$ cat config.mk
export PLATFORM = sky130hd
export DESIGN_NAME = smp_pwm_out
export DESIGN_NICKNAME = d
export VERILOG_FILES = /design/src/core/smp_pkg.sv /design/src/core/smp_pwm_out.sv
export SDC_FILE = /design/constraint.sdc
export NUM_CORES = 1
export LEC_CHECK = 0
export BUFFER_PORTS_ARGS = -buffer_cell sky130_fd_sc_hd__buf_2
export CAP_MARGIN = 30
export CORE_MARGIN = 1.5
export CORE_UTILIZATION = 55
export CTS_BUF_LIST = sky130_fd_sc_hd__clkbuf_4
export DETAILED_ROUTE_END_ITERATION = 6
export PLACE_DENSITY = 0.78
export SYNTH_ARGS = -nofsm -noshare
export SYNTH_HDL_FRONTEND = slang
export SYNTH_SLANG_ARGS = --single-unit
$ cat constraint.sdc
create_clock -name clk -period 4.9 [get_ports clk]
set_input_delay 0.49 -clock clk [delete_from_list [all_inputs] [get_ports clk]]
set_output_delay 0.49 -clock clk [all_outputs]
set_load 0.005 [all_outputs]
$ cat src/core/smp_pkg.sv
// constants, types and register map of the switch-mode pwm output stage
// assumes one 50 MHz clock; events arrive as one-cycle pulses from the timebase
//
// Operation
// - single pulse-skip: qualified period arms, next synchronous rising event raises A
// - pulse-skip: all qualifying sources low at period event means no pulse
// - pulse-skip: rising edge placed by the phase timebase event
// - pulse-skip: every falling event ends the pulse unconditionally
// - phase timebase as qualifier gives pulse every period or never
// - complementary pulse-skip: primary only on A, complement only on B
// - complementary rising: drop complement, rising dead band, raise primary
// - complementary pulse-skip falling: drop primary, falling dead band, raise complement
// - no steering: every output fixed to its own pin
// - full bridge uses single-pwm events and drives only A to D
// - full bridge direction chosen by the mode field
// - forward: D active, B and C inactive, A modulated
// - reverse: C active, A and D inactive, B modulated
// - forward to reverse change timed by falling dead-band counter
// - reverse to forward change timed by rising dead-band counter
// - variable frequency: A toggles each period event, edge events ignored
// - variable frequency: each period event adds 4-bit adjust to accumulator
// - single variable frequency drives A only
// - complementary variable frequency: A primary, B complement with dead band
// - rising A uses rising counter, falling A uses falling counter
// - A rising: drop B, update accumulator, rising dead band, raise A
// - A falling: drop A, update accumulator, falling dead band, raise B
// - separate 8-bit rising and falling dead-band counters
// - dead-band counters advance on every clock edge; here only rising clk edges step them
`default_nettype none

package smp_pkg;

  // ****************************************
  // register map, byte addresses
  // ****************************************
  localparam int          ADDR_W       = 8;
  localparam logic [7:0]  OFS_CTRL     = 8'h00;
  localparam logic [7:0]  OFS_RMASK    = 8'h04;
  localparam logic [7:0]  OFS_DBR      = 8'h08;
  localparam logic [7:0]  OFS_DBF      = 8'h0c;
  localparam logic [7:0]  OFS_FRAC_ADJ = 8'h10;
  localparam logic [7:0]  OFS_STAT     = 8'h14;

  // ctrl fields
  localparam int          CTRL_MODE_LSB = 0;
  localparam int          CTRL_DBRE_BIT = 4;
  localparam int          CTRL_DBFE_BIT = 5;

  // status fields
  localparam int          STAT_PINS_LSB = 0;
  localparam int          STAT_ACC_LSB  = 4;
  localparam int          STAT_ARM_BIT  = 8;
  localparam int          STAT_RBSY_BIT = 9;
  localparam int          STAT_FBSY_BIT = 10;
  localparam int          STAT_SWCH_BIT = 11;

  // reset values
  localparam logic [2:0]  RST_MODE     = 3'h0;
  localparam logic [7:0]  RST_DB       = 8'h00;
  localparam logic [3:0]  RST_FRAC_ADJ = 4'h0;

  // ****************************************
  // mode codes of the ctrl mode field
  // ****************************************
  localparam logic [2:0]  MODE_OFF     = 3'h0;
  localparam logic [2:0]  MODE_PSK     = 3'h1;
  localparam logic [2:0]  MODE_PSK_C   = 3'h2;
  localparam logic [2:0]  MODE_FB_FWD  = 3'h3;
  localparam logic [2:0]  MODE_FB_REV  = 3'h4;
  localparam logic [2:0]  MODE_VF      = 3'h5;
  localparam logic [2:0]  MODE_VF_C    = 3'h6;

  // ****************************************
  // types
  // ****************************************
  typedef enum logic [2:0] {
    SMP_FB_FWD = 3'b001,
    SMP_FB_REV = 3'b010,
    SMP_FB_SW  = 3'b100
  } smp_fb_e;

  typedef struct packed {
    logic d;
    logic c;
    logic b;
    logic a;
  } smp_pins_s;

endpackage : smp_pkg

`default_nettype wire

$ cat src/core/smp_pwm_out.sv
// output-waveform stage of the switch-mode pwm: pulse-skip, full bridge,
// variable frequency, with dead band and avalon-mm register access
// assumes period/rise/fall events are one-cycle pulses on clk; qualifiers are async pins
`default_nettype none

module smp_pwm_out #(
  parameter int N_SRC = 4                            // async rising qualifier count
) (
  input  wire logic                       clk,          // 50 MHz module clock
  input  wire logic                       rstn,         // async reset, active low
  input  wire logic                       period_evt,   // period event pulse
  input  wire logic                       rise_evt,     // synchronous rising event pulse
  input  wire logic                       fall_evt,     // falling event pulse
  input  wire logic [N_SRC-1:0]           rise_src_async, // async rising sources
  input  wire logic [smp_pkg::ADDR_W-1:0] avs_address,  // byte address
  input  wire logic                       avs_read,     // read strobe
  input  wire logic                       avs_write,    // write strobe
  input  wire logic [31:0]                avs_writedata, // write data
  output logic      [31:0]                avs_readdata, // read data
  output logic                            avs_waitrequest, // stall
  output var smp_pkg::smp_pins_s          out_pins      // pins a..d
);

  // ****************************************
  // parameter check
  // ****************************************
  if (N_SRC < 1 || N_SRC > 16) begin : g_bad_nsrc
    $error("N_SRC must be 1..16");
  end

  // ****************************************
  // state
  // ****************************************
  typedef struct packed {
    logic [N_SRC-1:0]   sync1;
    logic [N_SRC-1:0]   sync2;
    logic [N_SRC-1:0]   rise_mask;
    logic [2:0]         mode;
    logic [2:0]         mode_prev;
    logic               dbr_en;
    logic               dbf_en;
    logic [7:0]         dbr_val;
    logic [7:0]         dbf_val;
    logic [7:0]         r_cnt;
    logic [7:0]         f_cnt;
    logic               r_busy;
    logic               f_busy;
    logic [3:0]         frac_adj;
    logic [3:0]         acc;
    logic               stretch;
    logic               dly;
    logic               armed;
    logic               pwm;
    smp_pkg::smp_fb_e   fb;
    logic               fb_tgt_rev;
    smp_pkg::smp_pins_s pins;
    logic               ack;
    logic [31:0]        rdata;
  } smp_state_s;

  smp_state_s s_q;
  smp_state_s s_d;

  // ****************************************
  // qualifier match per source
  // ****************************************
  logic [N_SRC-1:0] hit_v;
  logic             hit;

  for (genvar i = 0; i < N_SRC; i++) begin : g_hit
    assign hit_v[i] = s_q.sync2[i] & s_q.rise_mask[i];
  end
  // a qualifier tied to the phase timebase is always equal at period time,
  // so it fires every period or never; route a real feedback source here
  assign hit = |hit_v;

  // ****************************************
  // bus read mux
  // ****************************************
  logic [31:0] rd_mux;

  always_comb begin
    rd_mux = 32'h0000_0000;
    unique case (avs_address)
      smp_pkg::OFS_CTRL: begin
        rd_mux[smp_pkg::CTRL_MODE_LSB +: 3] = s_q.mode;
        rd_mux[smp_pkg::CTRL_DBRE_BIT]      = s_q.dbr_en;
        rd_mux[smp_pkg::CTRL_DBFE_BIT]      = s_q.dbf_en;
      end
      smp_pkg::OFS_RMASK: rd_mux[N_SRC-1:0] = s_q.rise_mask;
      smp_pkg::OFS_DBR:   rd_mux[7:0]       = s_q.dbr_val;
      smp_pkg::OFS_DBF:   rd_mux[7:0]       = s_q.dbf_val;
      smp_pkg::OFS_FRAC_ADJ: rd_mux[3:0]    = s_q.frac_adj;
      smp_pkg::OFS_STAT: begin
        rd_mux[smp_pkg::STAT_PINS_LSB +: 4] = s_q.pins;
        rd_mux[smp_pkg::STAT_ACC_LSB +: 4]  = s_q.acc;
        rd_mux[smp_pkg::STAT_ARM_BIT]       = s_q.armed;
        rd_mux[smp_pkg::STAT_RBSY_BIT]      = s_q.r_busy;
        rd_mux[smp_pkg::STAT_FBSY_BIT]      = s_q.f_busy;
        rd_mux[smp_pkg::STAT_SWCH_BIT]      = (s_q.fb == smp_pkg::SMP_FB_SW);
      end
      default: rd_mux = 32'h0000_0000;
    endcase
  end

  // ****************************************
  // next state
  // ****************************************
  logic       is_psk;
  logic       is_vf;
  logic       is_fb;
  logic       is_comp;
  logic       go_on;
  logic       go_off;
  logic       vf_fire;
  logic [4:0] acc_sum;
  logic       mode_chg;

  assign is_psk  = (s_q.mode == smp_pkg::MODE_PSK) || (s_q.mode == smp_pkg::MODE_PSK_C);
  assign is_vf   = (s_q.mode == smp_pkg::MODE_VF) || (s_q.mode == smp_pkg::MODE_VF_C);
  assign is_fb   = (s_q.mode == smp_pkg::MODE_FB_FWD) || (s_q.mode == smp_pkg::MODE_FB_REV);
  assign is_comp = (s_q.mode == smp_pkg::MODE_PSK_C) || (s_q.mode == smp_pkg::MODE_VF_C);
  assign mode_chg = (s_q.mode != s_q.mode_prev);
  // a pending stretched period fires one clock late
  assign vf_fire = is_vf && ((period_evt && !s_q.stretch) || s_q.dly);
  assign acc_sum = {1'b0, s_q.acc} + {1'b0, s_q.frac_adj};

  always_comb begin
    s_d           = s_q;
    s_d.sync1     = rise_src_async;
    s_d.sync2     = s_q.sync1;
    s_d.mode_prev = s_q.mode;
    s_d.dly       = 1'b0;
    go_on         = 1'b0;
    go_off        = 1'b0;

    // dead-band counters, one per edge, stepping every clock
    if (s_q.r_busy) begin
      if ((s_q.r_cnt + 8'h01) >= s_q.dbr_val) begin
        s_d.r_busy = 1'b0;
        if (is_comp) begin
          s_d.pins.a = 1'b1;
        end
      end else begin
        s_d.r_cnt = s_q.r_cnt + 8'h01;
      end
    end
    if (s_q.f_busy) begin
      if ((s_q.f_cnt + 8'h01) >= s_q.dbf_val) begin
        s_d.f_busy = 1'b0;
        if (is_comp) begin
          s_d.pins.b = 1'b1;
        end
      end else begin
        s_d.f_cnt = s_q.f_cnt + 8'h01;
      end
    end

    // edge requests per mode
    if (is_psk) begin
      if (period_evt && hit) begin
        s_d.armed = 1'b1;
      end
      if (s_q.armed && rise_evt && !fall_evt) begin
        go_on     = 1'b1;
        s_d.armed = period_evt && hit;
      end
      go_off = fall_evt;
    end else if (is_fb) begin
      go_on  = rise_evt && !fall_evt;
      go_off = fall_evt;
    end else if (is_vf && vf_fire) begin
      // edge events are not looked at here
      go_on       = !s_q.pwm;
      go_off      = s_q.pwm;
      s_d.acc     = acc_sum[3:0];
      s_d.stretch = acc_sum[4];
    end
    if (is_vf && period_evt && s_q.stretch && !s_q.dly) begin
      s_d.dly     = 1'b1;
      s_d.stretch = 1'b0;
    end
    if (go_on) begin
      s_d.pwm = 1'b1;
    end
    if (go_off) begin
      s_d.pwm = 1'b0;
    end

    // pin drive
    if (is_comp) begin
      if (go_on) begin
        s_d.pins.b = 1'b0;
        s_d.f_busy = 1'b0;
        if (s_q.dbr_en && s_q.dbr_val != 8'h00) begin
          s_d.r_busy = 1'b1;
          s_d.r_cnt  = 8'h00;
        end else begin
          s_d.pins.a = 1'b1;
        end
      end
      if (go_off) begin
        s_d.pins.a = 1'b0;
        s_d.r_busy = 1'b0;
        if (s_q.dbf_en && s_q.dbf_val != 8'h00) begin
          s_d.f_busy = 1'b1;
          s_d.f_cnt  = 8'h00;
        end else begin
          s_d.pins.b = 1'b1;
        end
      end
      s_d.pins.c = 1'b0;
      s_d.pins.d = 1'b0;
    end else if (is_psk || is_vf) begin
      s_d.pins = '{d: 1'b0, c: 1'b0, b: 1'b0, a: s_d.pwm};
    end else if (is_fb) begin
      unique case (s_q.fb)
        smp_pkg::SMP_FB_FWD: s_d.pins = '{d: 1'b1, c: 1'b0, b: 1'b0, a: s_d.pwm};
        smp_pkg::SMP_FB_REV: s_d.pins = '{d: 1'b0, c: 1'b1, b: s_d.pwm, a: 1'b0};
        smp_pkg::SMP_FB_SW: begin
          s_d.pins = '{d: 1'b0, c: 1'b0, b: 1'b0, a: 1'b0};
          if (!s_q.r_busy && !s_q.f_busy) begin
            s_d.fb = s_q.fb_tgt_rev ? smp_pkg::SMP_FB_REV : smp_pkg::SMP_FB_FWD;
          end
        end
        default: s_d.fb = smp_pkg::SMP_FB_FWD;
      endcase
    end else begin
      s_d.pins = '{d: 1'b0, c: 1'b0, b: 1'b0, a: 1'b0};
    end

    // mode change: bridge reversal is timed, anything else restarts clean
    if (mode_chg) begin
      s_d.r_busy  = 1'b0;
      s_d.f_busy  = 1'b0;
      s_d.armed   = 1'b0;
      s_d.stretch = 1'b0;
      s_d.dly     = 1'b0;
      s_d.pwm     = 1'b0;
      s_d.pins    = '{d: 1'b0, c: 1'b0, b: 1'b0, a: 1'b0};
      s_d.fb_tgt_rev = (s_q.mode == smp_pkg::MODE_FB_REV);
      if (is_fb && (s_q.mode_prev == smp_pkg::MODE_FB_FWD ||
                    s_q.mode_prev == smp_pkg::MODE_FB_REV)) begin
        s_d.fb = smp_pkg::SMP_FB_SW;
        if (s_q.mode == smp_pkg::MODE_FB_REV) begin
          s_d.f_busy = s_q.dbf_en && s_q.dbf_val != 8'h00;
          s_d.f_cnt  = 8'h00;
        end else begin
          s_d.r_busy = s_q.dbr_en && s_q.dbr_val != 8'h00;
          s_d.r_cnt  = 8'h00;
        end
      end else begin
        s_d.fb = (s_q.mode == smp_pkg::MODE_FB_REV) ? smp_pkg::SMP_FB_REV
                                                    : smp_pkg::SMP_FB_FWD;
      end
    end

    // bus slave: one wait state, read data registered at the first edge, write at the second edge
    s_d.ack = (avs_read || avs_write) && !s_q.ack;
    if (avs_read && !s_q.ack) begin
      s_d.rdata = rd_mux;
    end
    if (avs_write && s_q.ack) begin
      unique case (avs_address)
        smp_pkg::OFS_CTRL: begin
          s_d.mode   = avs_writedata[smp_pkg::CTRL_MODE_LSB +: 3];
          s_d.dbr_en = avs_writedata[smp_pkg::CTRL_DBRE_BIT];
          s_d.dbf_en = avs_writedata[smp_pkg::CTRL_DBFE_BIT];
        end
        smp_pkg::OFS_RMASK: s_d.rise_mask = avs_writedata[N_SRC-1:0];
        smp_pkg::OFS_DBR:   s_d.dbr_val   = avs_writedata[7:0];
        smp_pkg::OFS_DBF:   s_d.dbf_val   = avs_writedata[7:0];
        smp_pkg::OFS_FRAC_ADJ: s_d.frac_adj = avs_writedata[3:0];
        default: ;
      endcase
    end
  end

  always_ff @(posedge clk or negedge rstn) begin
    if (!rstn) begin
      s_q            <= '0;
      s_q.mode       <= smp_pkg::RST_MODE;
      s_q.mode_prev  <= smp_pkg::RST_MODE;
      s_q.dbr_val    <= smp_pkg::RST_DB;
      s_q.dbf_val    <= smp_pkg::RST_DB;
      s_q.frac_adj   <= smp_pkg::RST_FRAC_ADJ;
      s_q.fb         <= smp_pkg::SMP_FB_FWD;
    end else begin
      s_q <= s_d;
    end
  end

  assign avs_waitrequest = (avs_read || avs_write) && !s_q.ack;
  assign avs_readdata    = s_q.rdata;
  assign out_pins        = s_q.pins;
endmodule : smp_pwm_out

`default_nettype wire

* Word-level counts from Yosys, hierarchy flattened
Cells that the tools add are included.
Cells by class: muxes and demuxes 66, $add $sub $neg 3, equality and inequality tests 24, order comparisons 2, shift-type cells 0, div/mod/pow operators 0, reduce and logical (&&, ||, !) cells 50, bitwise gates (word level) 6, multipliers 0
Operator list (number):
- $mux 8 | 9
- $mux 18 | 3
- $mux 1 | 31
- $pmux 3 s6 | 1
- $logic_and 1x1->1 | 17
- $add 8x1->8 const B | 2
- $eq 8x4->1 const B | 2
- $eq 8x5->1 const B | 2
- $ge 8x8->1 | 2
- $mux 4 | 4
- $reduce_bool 8->1 | 2
- $eq 3x3->1 const B | 5
- $mux 3 | 5
- $eq 3x2->1 const B | 4
- $mux 12 | 1
- $mux 2 | 6
- $pmux 4 s3 | 1
- $reduce_and 2->1 | 6
- $mux 10 | 1
- $eq 8x3->1 const B | 1
- $logic_not 8->1 | 1
- $logic_or 1x1->1 | 8
- $pmux 2 s4 | 1
- $logic_not 1->1 | 7
- other kinds (19) | 29
Storage, ports and cells: latch bits 0, logic and storage cells 178, bits in read-only memories 0, RAM bits 0, bits of input ports 51, bits in registers 87, output and inout bits 37, memories 0

* Depth between registers and ports, before layout
Gate-level depths: netlist (run 1).
word-level depth 15, gate-level depth with buffers 11, depth with buffers taken out 11

* Worst setup path after synthesis (run 1)
Ideal clock, no wire load.
kind register to register, from reg s_q[63] (netlist bit), to reg s_q[65] (netlist bit), path slack 2342 ps, data required time 4763 ps, clock period less this slack 2558 ps, arrival time 2421 ps, path buffers 0, stages on the path, launching flop included 12, setup time 137 ps, cell sequence dfrtp_1 -> ha_1 -> and3_1 -> and3_1 -> xnor2_1 -> ha_1 -> nand2_1 -> o21ai_0 -> a211oi_2 -> nand2_1 -> xor2_1 -> nor2_1
RTL lines:
- start, declared | RTL line smp_pwm_out.sv:61 | smp_state_s s_q;

==> results of run 1 <==
==> timing repair <==
item                                   4_1_cts  5_1_grt
endpoints found under the hold margin       16        0
hold buffers                                 1        0
setup buffers                                0        0
gates resized for setup                      0        0
==> layout make-up <==
class	count	area (um^2)	share of cell area
repair buffers	46	263	0.0485
flip-flops and latches	87	2180	0.402
multi-input cells	390	2600	0.479
clock buffers	9	67.6	0.0125
well taps	111	139	0.0256
clock inverters	7	77.6	0.0143
inverters	26	97.6	0.0180
==> logic make-up after synthesis <==
group           after synthesis  synth area share
simple gates                164             0.150
flops                        87             0.422
other cells                   1          0.000726
mux                          27            0.0611
xor+xnor                     34            0.0577
compound gates              122             0.162
fa+ha+maj                    23            0.0572
buf+inv                      83            0.0887
==> per-layer routing <==
metal,track usage,vias up,share of wire
met5,0,-,0
met4,0.105,0,0.024
met3,0.0355,28,0.057
met2,0.376,141,0.48
met1,0.334,1902,0.44
li1,-,1894,-
==> critical path, cell delays in order, from the launching register on <==
cell and delay (ns):
dfrtp_1 0.43, and3_1 0.23, and3_1 0.24, nand3_1 0.13
xnor2_1 0.15, ha_1 0.29, a21oi_1 0.14, o21ai_0 0.15
a211oi_2 0.71, nand2_1 0.14, xor2_1 0.17, nor2_1 0.05
==> final timing paths <==
path,start,endpoint,slack (ns),cells after the start
min,rise_src_async[3],s_d[102],0.15,1
max reg2reg,s_q[65],s_q[66],1.94,11
max,s_q[65],s_q[66],1.94,11
min in group asynchronous,rstn,s_q[102],0.44,2
max in group asynchronous,rstn,s_q[79],3.85,3
min reg2reg,s_d[99],s_q[99],0.37,0
==> registers in the layout, indices dropped and copies added (netlist names) <==
name,count
avs_readdata,12
out_pins,4
s_q,64
s_d,7
==> power by group <==
group / internal (W) / switching [W] / leakage (nW)
sequential: 0.000782 / 0.0000764 / 1.10
clock: 0.000162 / 0.000264 / 0.0777
combinational: 0.000136 / 0.000178 / 1.51
total: 0.00108 / 0.000519 / 2.68
==> layout by cell type (no fill, tap or decap), types with 5 or more instances in the layout <==
cell / count
or3_1: 5
conb_1: 20
xor2_1: 25
inv_1: 26
and3_1: 10
a22o_1: 11
a21o_1: 5
mux2_4: 5
nor4_1: 5
nor2_1: 48
a21oi_1: 12
dfrtp_1: 86
nor3_1: 9
nand2_1: 51
mux2_2: 16
o21ai_0: 34
xnor2_1: 9
nand3_1: 9
mux2i_1: 6
nand2b_1: 6
o22ai_1: 5
o21a_1: 5
clkbuf_4: 9
buf_2: 42
a211oi_1: 5
nor2b_1: 10
ha_1: 22
a22oi_1: 8
o211ai_1: 9
==> metrics by stage <==
stage | instances | area [um^2] | total power (W) | hold slack [ns] | utilization
floorplan | 560 | 5230 | 0.00110 | 0.194 | -
finish | 676 | 5420 | 0.00160 | 0.148 | 0.592
global placement | 658 | 5240 | 0.00116 | 0.339 | 0.572
CTS | 676 | 5420 | 0.00161 | 0.123 | 0.592
global route | 676 | 5420 | 0.00170 | 0.103 | 0.592
detailed placement | 659 | 5270 | 0.00118 | 0.343 | 0.575
==> run summary, run 1 <==
Outcome: finished, final reports clean
Vias in the first global route: 3842
# diodes: 0
Clock latency on the worst-skew pair: 0.44 ns
Primary FF master, synth: dfrtp_1
Worst vdd ir: 0.135 mV
Sequential fraction of the synthesis area: 0.422
Yosys top cell by area: dfrtp_1
Crit start category: flop
Setup-failing EPs final: 0
Setup TNS: 0 ns
Top area cells in the synthesized netlist: dfrtp_1 (42%), ha_1 (5.3%), buf_4 (5.2%)
RSZ-0062 raised after global routing: no
Standard-cell rows: 35
Die Wd: 99.9 um
Final Hold Vio Count: 0
Clock root buffer master: clkbuf_4
Clock Sinks: 87
Average size of a mapped cell: 9.54 um^2
P&R area growth vs syn: 4.99%
Synth async-reset ratio: 1.00
I/O Buffers: 43
Die area: 9980 um^2
HP Class: in2reg
Cts bufs inserted: 9
H-tree depth: 3
Vias: 3965
Dpl ws: 1.88 ns
Most frequent cell after synthesis: dfrtp_1
Tmin final: 2.96 ns
Largest net degree at the start of global routing: 72
Critical path required time: 5.22 ns
Worst Path Max Fanout: 10
Pwr Density: 295 nW/um^2
Synth top cells by count: dfrtp_1 (86), nand2_1 (51), nor2_1 (48)
Max_cap viols: 0
DP HPWL: 8.52 mm
Synth cell types: 59
Number of I/O pins: 88
Final period util: 0.605
Pleak: 2.68 nW
Core area: 9150 um^2
DRT Pass-1 Iters: 5
Initial DRC count: 280
Yosys warnings: 0
FF+latch count, synth: 87
First-pass GRT wire length: 18.7 mm
Worst-path clk slew: 0.14 ns
Mapped Area: 5160 um^2
Fin. max-slew vios: 0
Critical path class: reg2reg
Grt ovf: 0
CTS max path bufs: 2
Fin Clk Skew: 0.0157 ns
Initial antenna violation count: 0
Synth top area share: 0.417
Detailed-route DRC error count: 0
Final Net Count: 634
Post-Syn Instances: 541
Least-Margin Pin Slew: 0.845 ns
Post-DR vias/cell: 5.87
WL final: 11.3 mm
Antenna-violating nets left: 0
Gpl congestion: 0.897
Worst EP arrival: 3.28 ns
Critical Path Sink Type: flop
CTS tree: yes
Fin worst setup slack: 1.94 ns
Die height: 99.9 um
Share of layout cells above drive strength 1: 0.156
Starting Density: 0.564
Fmax: 337 MHz
WL/cell: 16.7 um
Fill cell count: 799
Total Routing Usage GR: 0.240
Number of synthesized flops with an enable pin: 0
Worst slew margin: 0.435
Note: power is estimated with default switching activity, not from simulation.
==> run 2: changes to the inputs <==
--- a/config.mk
+++ b/config.mk
@@ -5,13 +5,14 @@
 export SDC_FILE = /design/constraint.sdc
 export NUM_CORES = 1
 export LEC_CHECK = 0
+export ABC_AREA = 1
 export BUFFER_PORTS_ARGS = -buffer_cell sky130_fd_sc_hd__buf_2
 export CAP_MARGIN = 30
 export CORE_MARGIN = 1.5
-export CORE_UTILIZATION = 55
+export CORE_UTILIZATION = 53
 export CTS_BUF_LIST = sky130_fd_sc_hd__clkbuf_4
 export DETAILED_ROUTE_END_ITERATION = 6
-export PLACE_DENSITY = 0.78
+export PLACE_DENSITY = 0.79
 export SYNTH_ARGS = -nofsm -noshare
 export SYNTH_HDL_FRONTEND = slang
 export SYNTH_SLANG_ARGS = --single-unit
==> constraint.sdc (replaced) <==
create_clock -name clk -period 2.4 [get_ports clk]
set_input_delay 0.24 -clock clk [delete_from_list [all_inputs] [get_ports clk]]
set_output_delay 0.24 -clock clk [all_outputs]
set_load 0.005 [all_outputs]
==> run summary, run 2 <==
Most frequent cell after synthesis: nand2_1
Antenna-violating nets left: 0 (unchanged)
Clock Sinks: 87 (unchanged)
Critical path required time: 2.74 ns (-2.48 ns)
Yosys warnings: 0 (unchanged)
Max reg flops: 64 (unchanged)
H-tree depth: 3 (unchanged)
Yosys top cell by area: dfrtp_1
Clock share of power: 0.302 (+0.035)
Fin area: 5870 um^2 (+8.3%)
DP HPWL: 8.73 mm (+2.5%)
Post-Syn Instances: 649 (+20%)
Die area: 10300 um^2 (+3.3%)
Slowest stage delay, CP: 0.54 ns (-0.17 ns)
I/O Buffers: 43 (unchanged)
CP Cell Sequence: nand3_4 > nor3_4 > xor2_1 > inv_1 > ha_4 > nand2_2 > nor2_4 > nand4_1 > nand4_4 > buf_6 > nand2_1 > nand2_1 > a21oi_2
Share of layout cells above drive strength 1: 0.233 (+0.0770)
Flop pwr share: 0.580 (+0.043)
Power Total: 0.00269 W (+68%)
CTS tree: yes
Clock root buffer master: clkbuf_4
Sw frac: 0.304 (-0.0202)
Initial antenna violation count: 0 (unchanged)
Synth cell types: 44 (-25%)
Standard-cell rows: 35 (unchanged)
Clock latency on the worst-skew pair: 0.47 ns (+0.03 ns)
Sequential fraction of the synthesis area: 0.423 (+0.00144)
Number of I/O pins: 88 (unchanged)
Die height: 102 um (+1.6%)
Commonest cells after routing, fill and taps aside: nand2_1 (131), inv_1 (89), dfrtp_1 (84)
Worst EP arrival: 2.88 ns (-0.40 ns)
Starting Density: 0.552 (-0.0125)
Number of buffers and inverters on the critical path: 2 (+2)
Internal power: 0.00187 W (+73%)
Least-Margin Pin Slew: 0.548 ns (-0.296 ns)
GRT met3 Usage: 0.0338 (-0.00170)
Synth top area share: 0.418 (+0.00142)
Final period util: 1.06 (+0.452)
Mapped Area: 5140 um^2 (-0.34%)
Placed inst area: 5360 um^2 (+1.8%)
WL final: 12.1 mm (+7.3%)
Critical path's most frequent cell: nand2_1
Fin worst setup slack: -0.137 ns (-2.07 ns)
Fin Clk Skew: 0.0264 ns (+0.0107 ns)
First-pass GRT wire length: 19.2 mm (+2.7%)
RSZ-0062 raised after global routing: yes
Vias: 4407 (+11%)
Worst path depth: 13 (+2)
# diodes: 0 (unchanged)
Detailed-route DRC error count: 0 (unchanged)
Biggest register: s_q
Critical Path Sink Type: flop
Critical path class: reg2reg
HP Class: in2reg
Grt ovf: 0 (unchanged)
Top area cells in the synthesized netlist: dfrtp_1 (42%), nand2_1 (9.8%), inv_1 (6.5%)
Worst slew margin: 0.633 (+0.199)
Fin. max-slew vios: 0 (unchanged)
Largest net degree at the start of global routing: 48 (-33%)
Final Hold Vio Count: 0 (unchanged)
Vias in the first global route: 4099 (+6.7%)
Worst vdd ir: 0.303 mV (+120%)
Primary FF master, synth: dfrtp_1
Outcome: finished, violations left
Max_cap viols: 0 (unchanged)
Core area: 9330 um^2 (+1.9%)
WL/cell: 14.4 um (-13%)
Average size of a mapped cell: 7.93 um^2 (-17%)
P&R area growth vs syn: 14.1%
Reg2reg setup slack: -0.14 ns (-2.07 ns)
Crit start category: flop
Pwr Density: 458 nW/um^2 (+55%)
Psw: 0.000817 W (+58%)
Tmin final: 2.54 ns (-0.427 ns)
Cts bufs inserted: 9 (unchanged)
Worst path slowest cell: dfrtp_1
CTS max path bufs: 2 (unchanged)
Setup-failing EPs final: 10 (+10)
Setup TNS: -0.845 ns (-0.845 ns)
Post-DR vias/cell: 5.26 (-10%)
Met2 Use GR: 0.393 (+0.0171)
Pleak: 2.99 nW (+11%)
Die Wd: 102 um (+1.6%)
Synth async-reset ratio: 1.00 (unchanged)
Final Net Count: 778 (+23%)
Total Routing Usage GR: 0.241 (+0.000596)
Fmax: 394 MHz (+17%)
Met1 global-route usage: 0.326 (-0.00802)
Gpl congestion: 0.882 (-1.7%)
Synth top cells by count: nand2_1 (135), inv_1 (89), dfrtp_1 (86)
Number of synthesized flops with an enable pin: 0 (unchanged)
Violated checks: setup timing
Delay-heaviest family, CP: simple AND/OR/NAND/NOR gates
Gate power share: 0.118 (-0.079)
Initial DRC count: 338 (+21%)
Worst-path clk slew: 0.15 ns (about the same)
Worst reg-to-reg path cell count: 13 (+2)
Global routing's busiest layer: met2
Hold depth: 3 (+2)
Most common cell after layout, fill and taps aside: nand2_1
DRT Pass-1 Iters: 7 (+2)
Worst Path Max Fanout: 7 (-3)
FF+latch count, synth: 87 (unchanged)
-- run 2: cell families after synthesis --
family	count (synthesis)	share of synthesized area
simple gates	271	0.236
buf+inv	149	0.138
compound gates	102	0.117
flops	87	0.423
fa+ha+maj	23	0.0574
other cells	1	0.000729
xor+xnor	15	0.0255
mux	1	0.00219
-- run 2: worst paths after layout --
check,start,end
min in group asynchronous,rstn,s_q[46]
hold / removal,avs_writedata[6],s_q[85]
hold reg to reg,s_d[99],s_q[99]
max in group asynchronous,rstn,s_q[67]
setup reg to reg,s_q[65],s_q[66]
setup / recovery,s_q[65],s_q[66]
-- run 2: area by class of cell --
type                            count  area [um^2]
Multi-Input combinational cell    432         2530
Sequential cell                    87         2180
Inverter                          106          408
Tap cell                          129          161
Clock inverter                      7         62.6
Clock buffer                        9         67.6
Timing Repair Buffer               68          460
Fill cell                         790         3460
-- run 2: power groups by stage --
stage | combinational (W) | clock, W | sequential [W]
final | 0.000317 | 0.000810 | 0.00156
after global routing | 0.000362 | 0.000882 | 0.00157
after CTS | 0.000308 | 0.000829 | 0.00156
after detailed placement | 0.000300 | 0 | 0.00159
after global placement | 0.000290 | 0 | 0.00158
after floorplan | 0.000230 | 0 | 0.00157
-- run 2: tightest hold or removal path, cell delays in order --
cell and delay [ns]:
buf_2 0.10, inv_1 0.06, o21ai_1 0.06
-- run 2: through the flow --
stage | setup WS [ns] | hold WS, ns | utilization | std cells
after floorplan | 0.125 | -0.0556 | - | 668
after global placement | 0.0673 | 0.255 | 0.575 | 805
after detailed placement | -0.0341 | 0.265 | 0.575 | 805
after CTS | 0.00380 | 0.0319 | 0.599 | 831
after global routing | -0.220 | 0.0260 | 0.629 | 838
final | -0.137 | 0.0388 | 0.629 | 838
-- run 2: repair_timing --
action	in CTS	in global routing
endpoints found under the setup margin	7	20
gates resized for setup	4	50
buffers inserted	5	8
endpoints found under the hold margin	43	0
pin swaps	4	26
cloned	0	0
hold buffers	5	0
-- run 2: layer usage --
layer  routed length (um)  up-vias
met3                  785       36
met1                 5220     2068
met4                  329        0
met2                 5760      168
met5                    0        -
li1                     -     2135
